===== config.mk =====
export PLATFORM = sky130hd
export DESIGN_NAME = updown_counter
export DESIGN_NICKNAME = d
export VERILOG_FILES = /design/src/rtl/updown_pkg.sv /design/src/rtl/updown_core_if.sv /design/src/rtl/updown_counter.sv /design/src/rtl/updown_core.sv
export SDC_FILE = /design/constraint.sdc
export NUM_CORES = 1
export LEC_CHECK = 0
export BUFFER_PORTS_ARGS = -buffer_cell sky130_fd_sc_hd__clkbuf_2
export CORE_MARGIN = 2
export CORE_UTILIZATION = 41
export DETAILED_ROUTE_END_ITERATION = 10
export GPL_TIMING_DRIVEN = 0
export PLACE_DENSITY = 0.69
export SYNTH_ARGS = -nofsm -noshare
export SYNTH_HDL_FRONTEND = slang
export SYNTH_SLANG_ARGS = --single-unit

===== constraint.sdc =====
create_clock -name hclk -period 3.28 [get_ports hclk]
set_clock_uncertainty 0.1 [all_clocks]
set_input_delay 0.328 -clock hclk [delete_from_list [all_inputs] [get_ports hclk]]
set_output_delay 0.328 -clock hclk [all_outputs]
set_load 0.02 [all_outputs]

===== src/rtl/updown_pkg.sv =====
/*
 * shared constants and types for the 8-bit up/down counter block:
 * register offsets, field positions, reset values and the mode encoding.
 * assumes: one clock (hclk), 32-bit ahb-lite data, word-aligned registers.
 */
package updown_pkg;

    // counter geometry
    localparam int CNT_W = 8;
    localparam logic [CNT_W-1:0] CNT_ZERO = 8'h00;
    localparam logic [CNT_W-1:0] CNT_ONE = 8'h01;
    localparam logic [CNT_W-1:0] CNT_MAX = 8'hff;

    // pin synchroniser depth and width of the synchronised pin bundle
    localparam int SYNC_STAGES = 3;
    localparam int PIN_W = 12;
    localparam int PIN_DATA_LSB = 0;
    localparam int PIN_S0 = 8;
    localparam int PIN_S1 = 9;
    localparam int PIN_EN_N = 10;
    localparam int PIN_OE_N = 11;
    localparam logic [PIN_W-1:0] PIN_RESET = 12'hc00;

    // register byte offsets
    localparam int ADDR_W = 4;
    localparam logic [ADDR_W-1:0] OFS_CTRL = 4'h0;
    localparam logic [ADDR_W-1:0] OFS_LOAD = 4'h4;
    localparam logic [ADDR_W-1:0] OFS_STATUS = 4'h8;
    localparam logic [ADDR_W-1:0] OFS_FLAGS = 4'hc;

    // control register fields
    localparam int CTRL_SW_OWN = 0;
    localparam int CTRL_S0 = 1;
    localparam int CTRL_S1 = 2;
    localparam int CTRL_EN_N = 3;
    localparam int CTRL_OE_N = 4;
    localparam int CTRL_W = 5;
    localparam logic [CTRL_W-1:0] CTRL_RESET = 5'h18;

    // status register fields
    localparam int STAT_CNT_LSB = 0;
    localparam int STAT_TC_N = 8;
    localparam int STAT_S0 = 9;
    localparam int STAT_S1 = 10;
    localparam int STAT_EN_N = 11;
    localparam int STAT_OE_N = 12;

    // sticky flag register fields, write one to clear
    localparam int FLAG_WRAP_UP = 0;
    localparam int FLAG_WRAP_DOWN = 1;
    localparam int FLAG_W = 2;
    localparam logic [FLAG_W-1:0] FLAG_RESET = 2'h0;

    // ahb-lite encodings
    localparam logic [1:0] HTRANS_IDLE = 2'h0;
    localparam int HTRANS_ACTIVE_BIT = 1;
    localparam logic HRESP_OKAY = 1'h0;
    localparam logic [31:0] RDATA_ZERO = 32'h00000000;

    // operating mode as {select one, select zero}
    typedef enum logic [1:0] {
        MODE_LOAD = 2'b00,
        MODE_DOWN = 2'b01,
        MODE_BOTH = 2'b11,
        MODE_UP = 2'b10
    } mode_t;

endpackage


===== src/rtl/updown_core_if.sv =====
/*
 * carrier between the register/pin front end and the counting core.
 * assumes: both ends run on hclk; the core owns count and terminal count.
 */
`timescale 1ns/1ns
interface updown_core_if;
    import updown_pkg::*;

    logic [1:0] mode;
    logic enable_n;
    logic [CNT_W-1:0] load_data;
    logic [CNT_W-1:0] count;
    logic tc_n;
    logic wrap_up;
    logic wrap_down;

    modport core (
        input mode,
        input enable_n,
        input load_data,
        output count,
        output tc_n,
        output wrap_up,
        output wrap_down
    );

    modport ctl (
        output mode,
        output enable_n,
        output load_data,
        input count,
        input tc_n,
        input wrap_up,
        input wrap_down
    );
endinterface


===== src/rtl/updown_counter.sv =====
/*
 * 8-bit synchronous up/down counter with a shared three-state port,
 * pin controls, a cascade output and an ahb-lite register window.
 * assumes: pins come from outside hclk and are synchronised here; the
 * shared port wire is resolved outside from port_lines_oe_n.
 */
`timescale 1ns/1ns

module updown_counter
    import updown_pkg::*;
(
    // clock and reset
    input wire logic hclk,
    input wire logic hresetn,
    // ahb-lite slave
    input wire logic hsel,
    input wire logic [31:0] haddr,
    input wire logic [1:0] htrans,
    input wire logic hwrite,
    input wire logic [2:0] hsize,
    input wire logic [31:0] hwdata,
    input wire logic hready,
    output logic hreadyout,
    output logic hresp,
    output logic [31:0] hrdata,
    // control pins
    input wire logic mode_select_zero,
    input wire logic mode_select_one,
    input wire logic trickle_enable_n,
    input wire logic port_enable_n,
    // shared port lines as in, out and enable
    input wire logic [CNT_W-1:0] shared_port_lines_in,
    output logic [CNT_W-1:0] shared_port_lines_out,
    output logic [CNT_W-1:0] shared_port_lines_oe_n,
    // cascade output
    output logic terminal_count_n
);

    updown_core_if cif ();

    // pin synchroniser chain and the filtered pin view
    logic [PIN_W-1:0] pin_raw;
    logic [PIN_W-1:0] sync1_ff;
    logic [PIN_W-1:0] sync2_ff;
    logic [PIN_W-1:0] sync3_ff;
    logic [PIN_W-1:0] pin_ff;
    logic [PIN_W-1:0] nxt_pin;

    // register state
    logic [CTRL_W-1:0] ctrl_ff;
    logic [CNT_W-1:0] load_ff;
    logic load_req_ff;
    logic [FLAG_W-1:0] flags_ff;
    logic [FLAG_W-1:0] nxt_flags;

    // bus data-phase state
    logic wr_pend_ff;
    logic [ADDR_W-1:0] wr_addr_ff;
    logic [31:0] rdata_ff;
    logic [31:0] nxt_rdata;
    logic take;

    // selected controls
    logic [1:0] mode_sel;
    logic enable_n_sel;
    logic oe_n_sel;
    logic oe_n_ff;

    // word offset within the register window
    function automatic logic [ADDR_W-1:0] word_ofs(input logic [31:0] a);
        word_ofs = {a[ADDR_W-1:2], 2'b00};
    endfunction

    // write strobe for one register, live in the cycle after the address phase
    function automatic logic wr_hit(
        input logic pend,
        input logic [ADDR_W-1:0] wa,
        input logic [ADDR_W-1:0] ofs
    );
        wr_hit = pend && wa == ofs;
    endfunction

    // status word assembled from live state
    function automatic logic [31:0] status_word(
        input logic [CNT_W-1:0] cnt,
        input logic tcn,
        input logic [1:0] m,
        input logic enn,
        input logic oen
    );
        logic [31:0] w;
        w = RDATA_ZERO;
        w[STAT_CNT_LSB +: CNT_W] = cnt;
        w[STAT_TC_N] = tcn;
        w[STAT_S0] = m[0];
        w[STAT_S1] = m[1];
        w[STAT_EN_N] = enn;
        w[STAT_OE_N] = oen;
        status_word = w;
    endfunction

    assign pin_raw = {port_enable_n, trickle_enable_n, mode_select_one, mode_select_zero, shared_port_lines_in};

    // reset leaves both selects low, so the count follows the port until the pins come through
    // three-stage synchroniser; the first stage feeds only the second
    always_ff @(posedge hclk or negedge hresetn)
    begin
        if (!hresetn)
        begin
            sync1_ff <= PIN_RESET;
            sync2_ff <= PIN_RESET;
            sync3_ff <= PIN_RESET;
        end
        else
        begin
            sync1_ff <= pin_raw;
            sync2_ff <= sync1_ff;
            sync3_ff <= sync2_ff;
        end
    end

    // a pin change counts only once stages two and three agree, bit by bit
    always_comb
    begin
        nxt_pin = pin_ff;
        for (int i = 0; i < PIN_W; i++)
        begin
            if (sync2_ff[i] == sync3_ff[i])
                nxt_pin[i] = sync3_ff[i];
        end
    end

    always_ff @(posedge hclk or negedge hresetn)
    begin
        if (!hresetn)
            pin_ff <= PIN_RESET;
        else
            pin_ff <= nxt_pin;
    end

    // software can take over the controls; pins rule by default
    // while software owns them the pins are still synchronised, only ignored
    always_comb
    begin
        if (ctrl_ff[CTRL_SW_OWN])
        begin
            mode_sel = {ctrl_ff[CTRL_S1], ctrl_ff[CTRL_S0]};
            enable_n_sel = ctrl_ff[CTRL_EN_N];
            oe_n_sel = ctrl_ff[CTRL_OE_N];
        end
        else
        begin
            mode_sel = {pin_ff[PIN_S1], pin_ff[PIN_S0]};
            enable_n_sel = pin_ff[PIN_EN_N];
            oe_n_sel = pin_ff[PIN_OE_N];
        end
    end

    // a software load command overrides for exactly one edge
    // the selected mode, from the pins or the control register, is back in charge at the next edge, whatever it says
    always_comb
    begin
        if (load_req_ff)
        begin
            cif.mode = MODE_LOAD;
            cif.load_data = load_ff;
        end
        else
        begin
            cif.mode = mode_sel;
            cif.load_data = pin_ff[PIN_DATA_LSB +: CNT_W];
        end
        cif.enable_n = enable_n_sel;
    end

    updown_core u_core (
        .hclk(hclk),
        .hresetn(hresetn),
        .cif(cif)
    );

    // port drivers; enable is registered so the port never glitches
    always_ff @(posedge hclk or negedge hresetn)
    begin
        if (!hresetn)
            oe_n_ff <= 1'b1;
        else
            oe_n_ff <= oe_n_sel;
    end

    assign shared_port_lines_out = cif.count;
    assign shared_port_lines_oe_n = {CNT_W{oe_n_ff}};

    // cascade output straight from the core's lookahead: a registered copy would fall
    // one edge late, once the count has already wrapped, and the next stage would step
    // one edge after this one wrapped; every input to it is a flip-flop, so it settles
    // early in the cycle and only the next stage's setup time limits the chain
    assign terminal_count_n = cif.tc_n;

    // ahb-lite: zero wait states, always okay
    // size is not checked: every register is one aligned word
    assign hreadyout = 1'b1;
    assign hresp = HRESP_OKAY;
    assign take = hsel && hready && htrans[HTRANS_ACTIVE_BIT];

    // capture write address phase; the data follows in the next cycle
    // the address is captured every cycle; only wr_pend_ff says whether it matters
    always_ff @(posedge hclk or negedge hresetn)
    begin
        if (!hresetn)
        begin
            wr_pend_ff <= 1'b0;
            wr_addr_ff <= OFS_CTRL;
        end
        else
        begin
            wr_pend_ff <= take && hwrite;
            wr_addr_ff <= word_ofs(haddr);
        end
    end

    // control register write
    always_ff @(posedge hclk or negedge hresetn)
    begin
        if (!hresetn)
            ctrl_ff <= CTRL_RESET;
        else if (wr_hit(wr_pend_ff, wr_addr_ff, OFS_CTRL))
            ctrl_ff <= hwdata[CTRL_W-1:0];
    end

    // load register write also requests one load edge
    always_ff @(posedge hclk or negedge hresetn)
    begin
        if (!hresetn)
        begin
            load_ff <= CNT_ZERO;
            load_req_ff <= 1'b0;
        end
        else
        begin
            load_req_ff <= wr_hit(wr_pend_ff, wr_addr_ff, OFS_LOAD);
            if (wr_hit(wr_pend_ff, wr_addr_ff, OFS_LOAD))
                load_ff <= hwdata[CNT_W-1:0];
        end
    end

    // sticky wrap flags: a wrap in the clearing cycle survives the clear
    always_comb
    begin
        nxt_flags = flags_ff;
        if (wr_hit(wr_pend_ff, wr_addr_ff, OFS_FLAGS))
            nxt_flags = flags_ff & ~hwdata[FLAG_W-1:0];
        if (cif.wrap_up)
            nxt_flags[FLAG_WRAP_UP] = 1'b1;
        if (cif.wrap_down)
            nxt_flags[FLAG_WRAP_DOWN] = 1'b1;
    end

    always_ff @(posedge hclk or negedge hresetn)
    begin
        if (!hresetn)
            flags_ff <= FLAG_RESET;
        else
            flags_ff <= nxt_flags;
    end

    // read data picked at the address phase and held through the data phase
    // only address bits [3:2] pick a register; any higher bit set reads as zero
    always_comb
    begin
        nxt_rdata = RDATA_ZERO;
        case (word_ofs(haddr))
            OFS_CTRL: nxt_rdata[CTRL_W-1:0] = ctrl_ff;
            OFS_LOAD: nxt_rdata[CNT_W-1:0] = load_ff;
            OFS_STATUS: nxt_rdata = status_word(cif.count, cif.tc_n, cif.mode, cif.enable_n, oe_n_ff);
            OFS_FLAGS: nxt_rdata[FLAG_W-1:0] = flags_ff;
            default: nxt_rdata = RDATA_ZERO;
        endcase
        if (haddr[31:ADDR_W] != '0)
            nxt_rdata = RDATA_ZERO;
    end

    always_ff @(posedge hclk or negedge hresetn)
    begin
        if (!hresetn)
            rdata_ff <= RDATA_ZERO;
        else if (take && !hwrite)
            rdata_ff <= nxt_rdata;
    end

    assign hrdata = rdata_ff;

endmodule


===== src/rtl/updown_core.sv =====
/*
 * the counting core: eight flip-flops that load, hold, count up or down.
 * assumes: mode, enable and load data are already synchronous to hclk.
 */
`timescale 1ns/1ns
module updown_core
    import updown_pkg::*;
(
    // clock and reset
    input wire logic hclk,
    input wire logic hresetn,
    // control and results
    updown_core_if.core cif
);

    logic [CNT_W-1:0] count_ff;
    logic [CNT_W-1:0] nxt_count;
    logic at_boundary;

    // counting happens only when the trickle enable is active
    function automatic logic counting(input logic [1:0] m, input logic en_n);
        counting = !en_n && (m == MODE_UP || m == MODE_DOWN);
    endfunction

    // next count per mode; both selects high is illegal and simply holds
    always_comb
    begin
        nxt_count = count_ff;
        case (cif.mode)
            MODE_LOAD: nxt_count = cif.load_data;
            MODE_UP:
            begin
                if (!cif.enable_n)
                    nxt_count = count_ff + CNT_ONE;
            end
            MODE_DOWN:
            begin
                if (!cif.enable_n)
                    nxt_count = count_ff - CNT_ONE;
            end
            default: nxt_count = count_ff;
        endcase
        if (cif.mode != MODE_LOAD && cif.enable_n)
            nxt_count = count_ff;
    end

    // state changes on the rising edge only
    always_ff @(posedge hclk or negedge hresetn)
    begin
        if (!hresetn)
            count_ff <= CNT_ZERO;
        else
            count_ff <= nxt_count;
    end

    // boundary depends on direction: all ones going up, all zeros going down
    always_comb
    begin
        at_boundary = (cif.mode == MODE_UP && count_ff == CNT_MAX)
            || (cif.mode == MODE_DOWN && count_ff == CNT_ZERO);
    end

    // carry lookahead for the next stage, high whenever not counting
    assign cif.tc_n = !(counting(cif.mode, cif.enable_n) && at_boundary);
    assign cif.count = count_ff;
    assign cif.wrap_up = counting(cif.mode, cif.enable_n) && cif.mode == MODE_UP && at_boundary;
    assign cif.wrap_down = counting(cif.mode, cif.enable_n) && cif.mode == MODE_DOWN && at_boundary;

endmodule


**Yosys cells after proc, flatten, opt, wreduce, memory -nomap -nowiden**

Index checks and enable logic that the tools add are counted.

- Muxes and demuxes: 16
- Reduce and logical (&&, ||, !) cells: 31
- Add/sub/neg operators: 2
- Bitwise logic cells: 3
- Eq/ne operators: 22

Operators by type and width:

| cell | number |
|---|---|
| 32-bit 2-to-1 mux | 1 |
| 28-bit nonzero test | 1 |
| 8-bit 2-to-1 mux | 3 |
| 8-bit one-hot mux with 3 select lines | 1 |
| 1-bit logical AND | 16 |
| 1-bit equality test | 12 |
| 3-bit one-hot mux with 3 select lines | 1 |
| 8-bit by 1-bit adder with 8-bit output (second input constant) | 1 |
| 2-bit equality test (second input constant) | 4 |
| 8-bit equality test (second input constant) | 1 |
| 8-bit logical NOT | 1 |
| 2-bit one-hot mux with 4 select lines | 1 |
| 8-bit by 1-bit subtractor with 8-bit output (second input constant) | 1 |
| 2-bit by 1-bit equality test with 1-bit output (second input constant) | 3 |
| 2-bit 2-to-1 mux | 3 |
| 3-bit one-hot mux with 2 select lines | 1 |
| 2-bit nonzero test | 3 |
| 5-bit 2-to-1 mux | 1 |
| 2-bit logical NOT | 2 |
| 4-bit logical NOT | 1 |
| 1-bit 2-to-1 mux | 4 |
| 2-bit != test (second input constant) | 2 |
| 4-bit AND reduction | 1 |
| 1-bit logical NOT | 3 |
| other kinds (5) | 6 |

- Output and inout bits: 51
- Register bits after elaboration: 108
- Word-level logic and storage cells: 99

**Longest topological paths before layout**

Gate-level depths: netlist (run 1).

- Depth after elaboration: 9
- Gate-level depth with buffers: 14

**Hierarchy**

From an unflattened synthesis (run 1), not the netlist that was laid out.

- Cells, all modules: 362
- Area, all modules: 4232.8 um2

By module, submodules not included:

| module | seq. area each (um2) | times used | area an instance (um2) | cells each |
|---|---|---|---|---|
| updown_counter | 2040.7 | 1 | 3329.4 | 247 |
| updown_core | 200.2 | 1 | 903.4 | 115 |

**Worst setup path before layout (run 1)**

No wires, ideal clock.

- Path kind: register -> register
- From: register ctrl_ff[0]
- To: register u_core.count_ff[6] (netlist: u_core.cif.count[6])
- Setup slack: 0.300 ns
- Clock period less this slack: 2.980 ns
- Cell stages (with the launch flop): 15
- Library setup time: 0.126 ns
- Data arrival time: 2.753 ns
- Data required time: 3.054 ns
- Path through: dfrtp_1 -> buf_6 -> mux2i_1 -> nor2_1 -> inv_1 -> ha_1 -> buf_4 -> buf_2 -> xor2_1 -> ha_1 -> and3b_1 -> o21ai_1 -> a31oi_1 -> o311a_1 -> a311o_1

- Cells in the longest elaborated chain, start to end: 6

Ends and longest elaborated chain:

| what | RTL line | text |
|---|---|---|
| from (decl) | updown_counter.sv:50 | `logic [CTRL_W-1:0] ctrl_ff;` |
| from (signal assigned) | updown_counter.sv:228 | `ctrl_ff <= hwdata[CTRL_W-1:0];` |
| branches (longest 6 deep; another with 4-bit AND reduction) | - |  |
| to (signal assigned) | updown_core.sv:53 | `count_ff <= nxt_count;` |
| to (decl) | updown_core.sv:16 | `logic [CNT_W-1:0] count_ff;` |

Several ways; the timed one is not identified.
A chain may end at the register's enable or synchronous reset.

**Worst setup path after layout (run 1)**

Ends and elaborated chain as after synthesis.

==> impl_metrics.tcl, run 1 <==
set metrics [dict create \
    crit_type "reg -> reg" \
    min_period_ps 3220 \
    syn_inst 369 \
    vias 3152 \
    avgViaCountPerCell 4.96 \
    slowest_delay_ps 380 \
    r2r_slack_ps 60 \
    status "finished clean" \
    post_drt_wl_per_cell_um 14.4 \
    p_leak_nw 2.44 \
    end_kind "flop" \
    p_per_area_nw_per_um2 625 \
    gp_congestion 0.859 \
    grt_usage_pct 17.2 \
    path_common_cell "ha_1" \
    pin_count 137 \
    syn-cell-area_um2 4170 \
    fin_area_um2 5220 \
    cp_num_cells 14 \
    synth-edff-count 0 \
    whs_ps 56.6 \
    worstHoldPathType "in -> reg" \
    syn_avg_cell_area_um2 11.3 \
    portBuffers 85 \
    crit_family "compound AO/OA/AOI/OAI gates" \
    dpl_cell_area_um2 4860 \
    grt_overflow 0 \
    path_cells "buf_6 -> mux2i_1 -> nor2_1 -> inv_1 -> ha_1 -> buf_4 -> clkbuf_4 -> xor2_1 -> ha_1 -> and3b_1 -> o21ai_2 -> a31oi_1 -> o311a_1 -> a311o_1" \
    rsz0062_at_grt "true" \
    drive_above_1_share_pct 34.2 \
    ys_async_sr_fraction_pct 100 \
    clock_latency_ps 350 \
    routed_wl_um 9150 \
    r2r-start "ctrl_ff[0]" \
    cts_tree "yes" \
    synth-seq-area-share_pct 53.7 \
    diodes 0 \
    grt_start_max_net_pins 69 \
    dp_hpwl_um 6920 \
    layout_setup_ws_ps 64.1 \
    clkTransAtPathRegs_ps 90 \
    crit_arrival_ps 3350 \
    post-place-ws_ps -17.5 \
    worst_pin_slew_ps 695 \
    min_path_cells 1 \
    setup_violations 0 \
    die_w_um 105 \
    final_nets 596 \
    ys_ff_latch 89 \
    max-vdd-ir-drop_v 0.000418 \
    grt_pass1_wl_um 15100 \
    ys_top_cells_by_area "dfrtp_1, dfstp_2, buf_4, nand2_1, ha_1" \
    rows 36 \
    numCtsBuffers 9 \
    timing.rr.end "u_core.cif.count[6]" \
    slew-limit-headroom_pct 53.6 \
    reg2reg_depth 14 \
    ys.flop_type "dfrtp_1" \
    initialDrtViolationCount 195 \
    min_to "wr_addr_ff[3]" \
    cp_num_buf_inv 4 \
    max_freq_ghz 0.311 \
    dieArea_um2 11000 \
    tns_ps 0 \
    grt_pass1_vias 3057 \
    root_buffer "clkbuf_8" \
    clock-sinks 89 \
    finalMaxSlewViolations 0 \
    synth_top_area_share_pct 46.8 \
    drt_pass1_iterations 5 \
    final_cell_mix "clkbuf_2, dfrtp_1, nand2_1, buf_4, conb_1" \
    clk_path_buf_depth 2 \
    setup.worst_path.start "ctrl_ff[0]" \
    crit_slowest_cell "dfrtp_1" \
    max-cap-violations 0 \
    die_h_um 105 \
    yosys.area.top_type "dfrtp_1" \
    fin_crit_sh_pct 98.0 \
    core-area_um2 9820 \
    min_from "haddr[3]" \
    worst_setup_path_start_kind "flop" \
    critical_path_required_ps 3410 \
    antenna_found_initial 0 \
    ys_types 64 \
    ant_nets 0 \
    drc 0 \
    fillCellCount 895 \
    cts_htree_levels 3 \
    syn2layout_area_growth_pct 25.2 \
    hold_viol_final 0 \
    yosysWarningCount 0 \
    crit_fanout 10 \
    fin_util_pct 53.2 \
    start_util_pct 42.5 \
    final_common_cell "clkbuf_2" \
]
## registers in the layout (all words and copies together) (netlist names)
name              flops
load_req_ff           1
sync1_ff             12
ctrl_ff               5
hrdata               13
load_ff               8
oe_n_ff               1
wr_addr_ff            2
sync3_ff             12
u_core.cif.count      8
wr_pend_ff            1
sync2_ff             12
pin_ff               12
flags_ff              2
## report_power, final
part	internal, mW	switching, mW	total (mW)
logic	0.456	0.663	1.12
registers	1.24	0.124	1.36
clock network	0.403	0.382	0.786
## cells in the mapped netlist, drive strengths merged (3+ instances only)
cell type  instances
o21ai             11
o31ai             11
nand3b             3
mux2               9
nand4              4
a22o               3
maj3              12
a21oi              9
nor3b              5
dfrtp             78
ha                12
nor2              11
nor3               4
mux2i             12
a22oi              5
inv                9
buf               40
nand3              6
a222oi             5
nor4               9
clkbuf             8
dfstp             11
nand2             52
## cell families (layout without fill, tap and decap cells)
group	count (synthesis)	count (layout)	synth area share [%]
DFF	89	89	53.7
and+or+nand+nor	107	107	13.1
other	2	21	0.180
xor gates and xnor gates	3	3	0.630
adders and majority gates	24	24	6.48
AOI/OAI and AO/OA	65	65	11.8
buffers and inverters	58	173	8.46
muxes	21	21	5.61
## cell type report
type / instances / area [µm²] / share of cell area [%]
Buffer: 47 / 314 / 6.01
Clock buffer: 11 / 153 / 2.92
Clock inverter: 5 / 60.1 / 1.15
Inverter: 10 / 37.5 / 0.719
Multi-Input combinational cell: 241 / 1660 / 31.7
Sequential cell: 89 / 2240 / 42.9
Tap cell: 133 / 166 / 3.19
Timing Repair Buffer: 100 / 593 / 11.4
## how the worst max path moves through the flow
| stage | slack (ps) | end |
|---|---|---|
| final | 60 | u_core.cif.count[6] |
| after global routing | -130 | u_core.cif.count[6] |
| after CTS | 20 | u_core.cif.count[6] |
| after detailed placement | -20 | u_core.cif.count[6] |
| after global placement | -10 | u_core.cif.count[6] |
| after floorplan | 300 | u_core.cif.count[6] |
## stage by stage
step	cells	total power, mW
3_5_place_dp	607	2.48
6_report	636	3.26
2_1_floorplan	388	2.13
4_1_cts	637	3.28
5_1_grt	636	3.46
3_3_place_gp	606	2.45
## per-layer routing
layer	GRT usage [%]	vias up	part of all wire, %
met5	0	-	0
met4	6.29	0	2.0
met3	3.43	13	5.0
met2	28.0	103	49
met1	22.8	1515	44
li1	-	1521	-
## timing repair
action                                  CTS  global route
endpoints found under the setup margin    2             2
cloned                                    0             0
resized for setup                         2             2
hold buffers                             13             0
buffers inserted                          1             0
pin swaps                                 1             0
endpoints found under the hold margin    29             0
No activity file was read; power rests on OpenSTA's default activity.
==> run 2, diff against run 1 <==
--- a/config.mk
+++ b/config.mk
@@ -10,7 +10,7 @@
 export CORE_UTILIZATION = 41
 export DETAILED_ROUTE_END_ITERATION = 10
 export GPL_TIMING_DRIVEN = 0
-export PLACE_DENSITY = 0.69
+export PLACE_DENSITY = 0.65
 export SYNTH_ARGS = -nofsm -noshare
 export SYNTH_HDL_FRONTEND = slang
 export SYNTH_SLANG_ARGS = --single-unit
==> impl_metrics.tcl, run 2 (synthesis results as in run 1) <==
set metrics [dict create \
    max-cap-violations 0 \
    numCtsBuffers 9 \
    grt_start_max_net_pins 69 \
    p_per_area_nw_per_um2 623 \
    fin_crit_sh_pct 96.8 \
    max-vdd-ir-drop_v 0.000393 \
    dieArea_um2 11000 \
    largest_reg_flops 13 \
    root_buffer "clkbuf_8" \
    die_h_um 105 \
    max_freq_ghz 0.315 \
    hold_viol_final 0 \
    rsz0062_at_grt "true" \
    crit_arrival_ps 3320 \
    clock-sinks 89 \
    drive_above_1_share_pct 34.9 \
    grt_pass1_wl_um 15600 \
    routed_wl_um 9370 \
    clk_path_buf_depth 2 \
    die_w_um 105 \
    final_nets 595 \
    status "finished clean" \
    path_common_cell "buf_4" \
    crit_fanout 10 \
    diodes 0 \
    tns_ps 0 \
    min_period_ps 3180 \
    avgViaCountPerCell 4.92 \
    post_drt_wl_per_cell_um 14.8 \
    finalMaxSlewViolations 0 \
    critical_path_required_ps 3420 \
    initialDrtViolationCount 235 \
    vias 3126 \
    final_cell_mix "clkbuf_2, dfrtp_1, nand2_1, buf_4, conb_1" \
    power_mw 3.25 \
    grt_usage_pct 17.9 \
    rows 36 \
    antenna_found_initial 0 \
    worst_setup_path_start_kind "flop" \
    gp_congestion 0.932 \
    clkTransAtPathRegs_ps 90 \
    crit_family "compound AO/OA/AOI/OAI gates" \
    clock_latency_ps 350 \
    end_kind "flop" \
    drt_pass1_iterations 5 \
    slowest_delay_ps 380 \
    cts_htree_levels 3 \
    syn2layout_area_growth_pct 24.9 \
    final_common_cell "clkbuf_2" \
    p_leak_nw 2.43 \
    pin_count 137 \
    worst_pin_slew_ps 720 \
    setup_violations 0 \
    cts_tree "yes" \
    grt_pass1_vias 3073 \
    path_cells "buf_6 -> mux2i_1 -> nor2_2 -> inv_2 -> ha_1 -> buf_4 -> buf_4 -> xor2_1 -> ha_2 -> and3b_1 -> o21ai_2 -> a31oi_1 -> o311a_1 -> a311o_1" \
    fillCellCount 910 \
    post_cts_buffers 0 \
    ant_nets 0 \
    slew-limit-headroom_pct 51.9 \
    core-area_um2 9820 \
    grt_overflow 0 \
    crit_slowest_cell "dfrtp_1" \
    portBuffers 85 \
    cp_num_buf_inv 4 \
    crit_type "reg -> reg" \
    dp_hpwl_um 7030 \
    drc 0 \
    worstHoldPathType "in -> reg" \
    start_util_pct 42.5 \
]
run 2: changes by cell type in the layout (fill, tap and decap cells not counted), sizes merged:
cell	before	now
clkinv	2	3
clkbuf	104	102
run 2: worst reg2reg max path: stages, from the launching register on:
cell and delay [ps]:
dfrtp_1 380, buf_6 140, mux2i_1 140, nor2_2 210
inv_2 80, ha_1 200, buf_4 170, buf_4 180
xor2_1 170, ha_2 200, and3b_1 210, o21ai_2 160
a31oi_1 100, o311a_1 340, a311o_1 270
run 2: layout make-up:
class                   instances  area (µm²)  share of cell area, %
plain buffers                  47         314                   6.03
repair buffers                 99         586                   11.2
multi-input cells             241        1660                   31.9
flip-flops and latches         89        2240                   43.0
well taps                     133         166                   3.19
clock inverters                 6        75.1                   1.44
clock buffers                  10         128                   2.45
inverters                      10        37.5                  0.720
run 2: metal layers:
metal | share of wire (%) | global-route usage (%) | wire length [µm] | vias up
met3 | 4.0 | 3.43 | 371 | 10
met4 | 1.3 | 4.57 | 119 | 0
met1 | 46 | 24.9 | 4320 | 1524
li1 | - | - | - | 1522
met5 | 0 | 0 | 0 | -
met2 | 49 | 28.8 | 4560 | 70
run 2: metrics by stage:
| step | std cells | util [%] | hold WS (ps) | worst slack, ps | area (µm²) |
|---|---|---|---|---|---|
| after detailed placement | 607 | 49.5 | 181 | -69.9 | 4860 |
| after CTS | 635 | 53.0 | 36.2 | 39.8 | 5200 |
| final | 635 | 53.1 | 51.4 | 105 | 5210 |
| after global placement | 606 | 49.2 | 232 | -138 | 4830 |
| after floorplan | 388 | - | -67.6 | 300 | 4240 |
| after global routing | 635 | 53.1 | 36.4 | -19.8 | 5210 |
run 2: power by group:
group / leakage [nW] / internal (mW) / switching, mW
Clock: 0.0990 / 0.363 / 0.400
Sequential: 1.07 / 1.24 / 0.119
Combinational: 1.26 / 0.455 / 0.675
Total: 2.43 / 2.05 / 1.19
run 2: what timing repair did:
| item | 4_1_cts | 5_1_grt |
|---|---|---|
| hold buffers | 13 | 0 |
| pin swaps | 0 | 1 |
| cloned | 0 | 0 |
| hold endpoints to repair | 28 | 0 |
| setup endpoints to repair | 2 | 2 |
| resized for setup | 3 | 5 |
run 2: final timing paths:
kind | cells after the start | to | from | slack [ps]
min | 1 | wr_addr_ff[2] | haddr[2] | 50
min reg2reg | 0 | sync2_ff[1] | sync1_ff[1] | 250
min in group asynchronous | 2 | hrdata[12] | hresetn | 340
max reg2reg | 14 | u_core.cif.count[6] | ctrl_ff[0] | 100
max in group asynchronous | 3 | ctrl_ff[3] | hresetn | 2070
max | 14 | u_core.cif.count[6] | ctrl_ff[0] | 100
==> run 3, diff against run 2 <==
--- a/config.mk
+++ b/config.mk
@@ -13,4 +13,5 @@
 export PLACE_DENSITY = 0.65
 export SYNTH_ARGS = -nofsm -noshare
 export SYNTH_HDL_FRONTEND = slang
+export SYNTH_HIERARCHICAL = 1
 export SYNTH_SLANG_ARGS = --single-unit
==> impl_metrics.tcl, run 3 <==
set metrics [dict create \
    ys_top_cells_by_area "dfrtp_1, dfstp_2, buf_4, nand2_1, ha_1" \
    multi_input_area_um2 1750 \
    pin_count 137 \
    syn_inst 362 \
    cts_tree "yes" \
    dp_hpwl_um 6700 \
    hold_viol_final 0 \
    synth-seq-area-share_pct 52.9 \
    ys_ff_latch 89 \
    die_w_um 106 \
    worst_setup_path_start_kind "flop" \
    vias 3070 \
    post-synth-top-count-cell "dfrtp_1" \
    gp_congestion 0.815 \
    start_util_pct 41.6 \
    clk_path_buf_depth 2 \
    layout_setup_ws_ps 138 \
    die_h_um 106 \
    max-cap-violations 0 \
    diodes 0 \
    synth-edff-count 0 \
    clock-sinks 89 \
    drc 0 \
    fin_crit_sh_pct 95.8 \
    crit_type "reg -> reg" \
    clock_latency_ps 350 \
    grt_pass1_wl_um 15100 \
    grt_pass1_vias 3074 \
    critical_path_required_ps 3400 \
    antenna_found_initial 0 \
    initialDrtViolationCount 180 \
    worstHoldPathType "in -> reg" \
    syn-cell-area_um2 4230 \
    yosysWarningCount 6 \
    core-area_um2 10200 \
    syn_avg_cell_area_um2 11.7 \
    crit_arrival_ps 3260 \
    dieArea_um2 11200 \
    max-vdd-ir-drop_v 0.000303 \
    clkTransAtPathRegs_ps 90 \
    synth_top_area_share_pct 46.1 \
    p_per_area_nw_per_um2 633 \
    root_buffer "clkbuf_8" \
    synthTopCellsByCount "dfrtp_1, nand2_1, buf_4" \
    worst_pin_slew_ps 632 \
    post-place-ws_ps -104 \
    power_mw 3.42 \
    end_kind "flop" \
    regArea_um2 2240 \
    drt_pass1_iterations 4 \
    yosys.area.top_type "dfrtp_1" \
    avgViaCountPerCell 4.83 \
    fillCellCount 932 \
    grt_start_max_net_pins 71 \
    syn2layout_area_growth_pct 27.5 \
    ys_async_sr_fraction_pct 100 \
    min_period_ps 3140 \
    final_cell_mix "clkbuf_2, dfrtp_1, nand2_1, buf_4, conb_1" \
    routed_wl_um 9120 \
    grt_usage_pct 17.3 \
    grt_overflow 0 \
    final_nets 592 \
    p_leak_nw 2.62 \
    setup_violations 0 \
    numCtsBuffers 9 \
    final_common_cell "clkbuf_2" \
    rows 37 \
    post_drt_wl_per_cell_um 14.4 \
    cts_htree_levels 3 \
    largest_reg_flops 13 \
    ys.flop_type "dfrtp_1" \
    ant_nets 0 \
    portBuffers 85 \
    drive_above_1_share_pct 39.7 \
    crit_fanout 10 \
    max_freq_ghz 0.318 \
    slew-limit-headroom_pct 57.8 \
    finalMaxSlewViolations 0 \
    status "finished clean" \
    ys_types 57 \
]
## run 3: final timing paths
check | start | end | slack, ps | cells past startpoint
max in group asynchronous | hresetn | sync3_ff[10] | 2090 | 3
min in group asynchronous | hresetn | sync2_ff[5] | 320 | 2
min reg2reg | sync1_ff[3] | sync2_ff[3] | 250 | 0
max reg2reg | ctrl_ff[0] | u_core/cif.count[4] | 140 | 16
min | haddr[3] | wr_addr_ff[3] | 60 | 1
max | ctrl_ff[0] | u_core/cif.count[4] | 140 | 16
## run 3: critical path, stage by stage, from the launching register on
cell	delay (ps)
dfrtp_1	380
buf_6	140
mux2i_2	150
or2_1	250
inv_2	90
inv_2	50
ha_2	160
buf_6	130
buf_4	170
xor2_1	170
ha_2	200
and3b_1	180
o21ai_1	150
o221ai_2	160
xor2_1	210
mux2i_1	220
a21oi_1	90
## run 3: area by class of cell
type | count | share of cell area [%]
Buffer | 45 | 5.87
Clock buffer | 10 | 2.55
Clock inverter | 6 | 2.11
Inverter | 13 | 0.904
Multi-Input combinational cell | 233 | 32.4
Sequential cell | 89 | 41.5
Tap cell | 136 | 3.15
Timing Repair Buffer | 103 | 11.5
## run 3: kinds of logic after synthesis
| family | share of synthesized area (%) |
|---|---|
| XOR/XNOR | 1.03 |
| AO/OA/AOI/OAI | 10.8 |
| adder cells (fa/ha/maj) | 6.38 |
| flip-flops | 52.9 |
| AND/OR/NAND/NOR | 13.5 |
| buffers and inverters | 8.51 |
| other | 0.177 |
| multiplexers | 6.59 |
## run 3: layer usage
metal | up-vias | wire (µm) | GRT usage [%] | share of wire [%]
met5 | - | 0 | 0 | 0
met3 | 10 | 358 | 4.21 | 3.9
li1 | 1491 | - | - | -
met1 | 1496 | 4100 | 22.0 | 45
met4 | 0 | 124 | 4.98 | 1.4
met2 | 73 | 4540 | 29.4 | 50
## run 3: repair_timing
action	4_1_cts	5_1_grt
hold endpoints to repair	31	0
pin swaps	1	4
gates resized for setup	3	18
hold buffers	13	0
setup buffers	1	3
endpoints found under the setup margin	3	3
## run 3: where the power goes
part	internal, mW	leakage (nW)	switching (mW)
Clock	0.531	0.124	0.382
Combinational	0.488	1.44	0.628
Sequential	1.24	1.06	0.153
Total	2.26	2.62	1.16
## run 3: metrics by stage
| stage | utilization (%) | setup TNS (ps) | instance area, µm² | instances | hold slack, ps |
|---|---|---|---|---|---|
| finish | 53.0 | 0 | 5400 | 635 | 59.0 |
| global route | 53.0 | -7.22 | 5400 | 635 | 41.0 |
| CTS | 52.3 | 0 | 5330 | 632 | 47.1 |
| detailed placement | 48.4 | -163 | 4930 | 603 | 169 |
| global placement | 48.1 | -16.5 | 4900 | 602 | 231 |
| floorplan | - | 0 | 4300 | 381 | -67.6 |
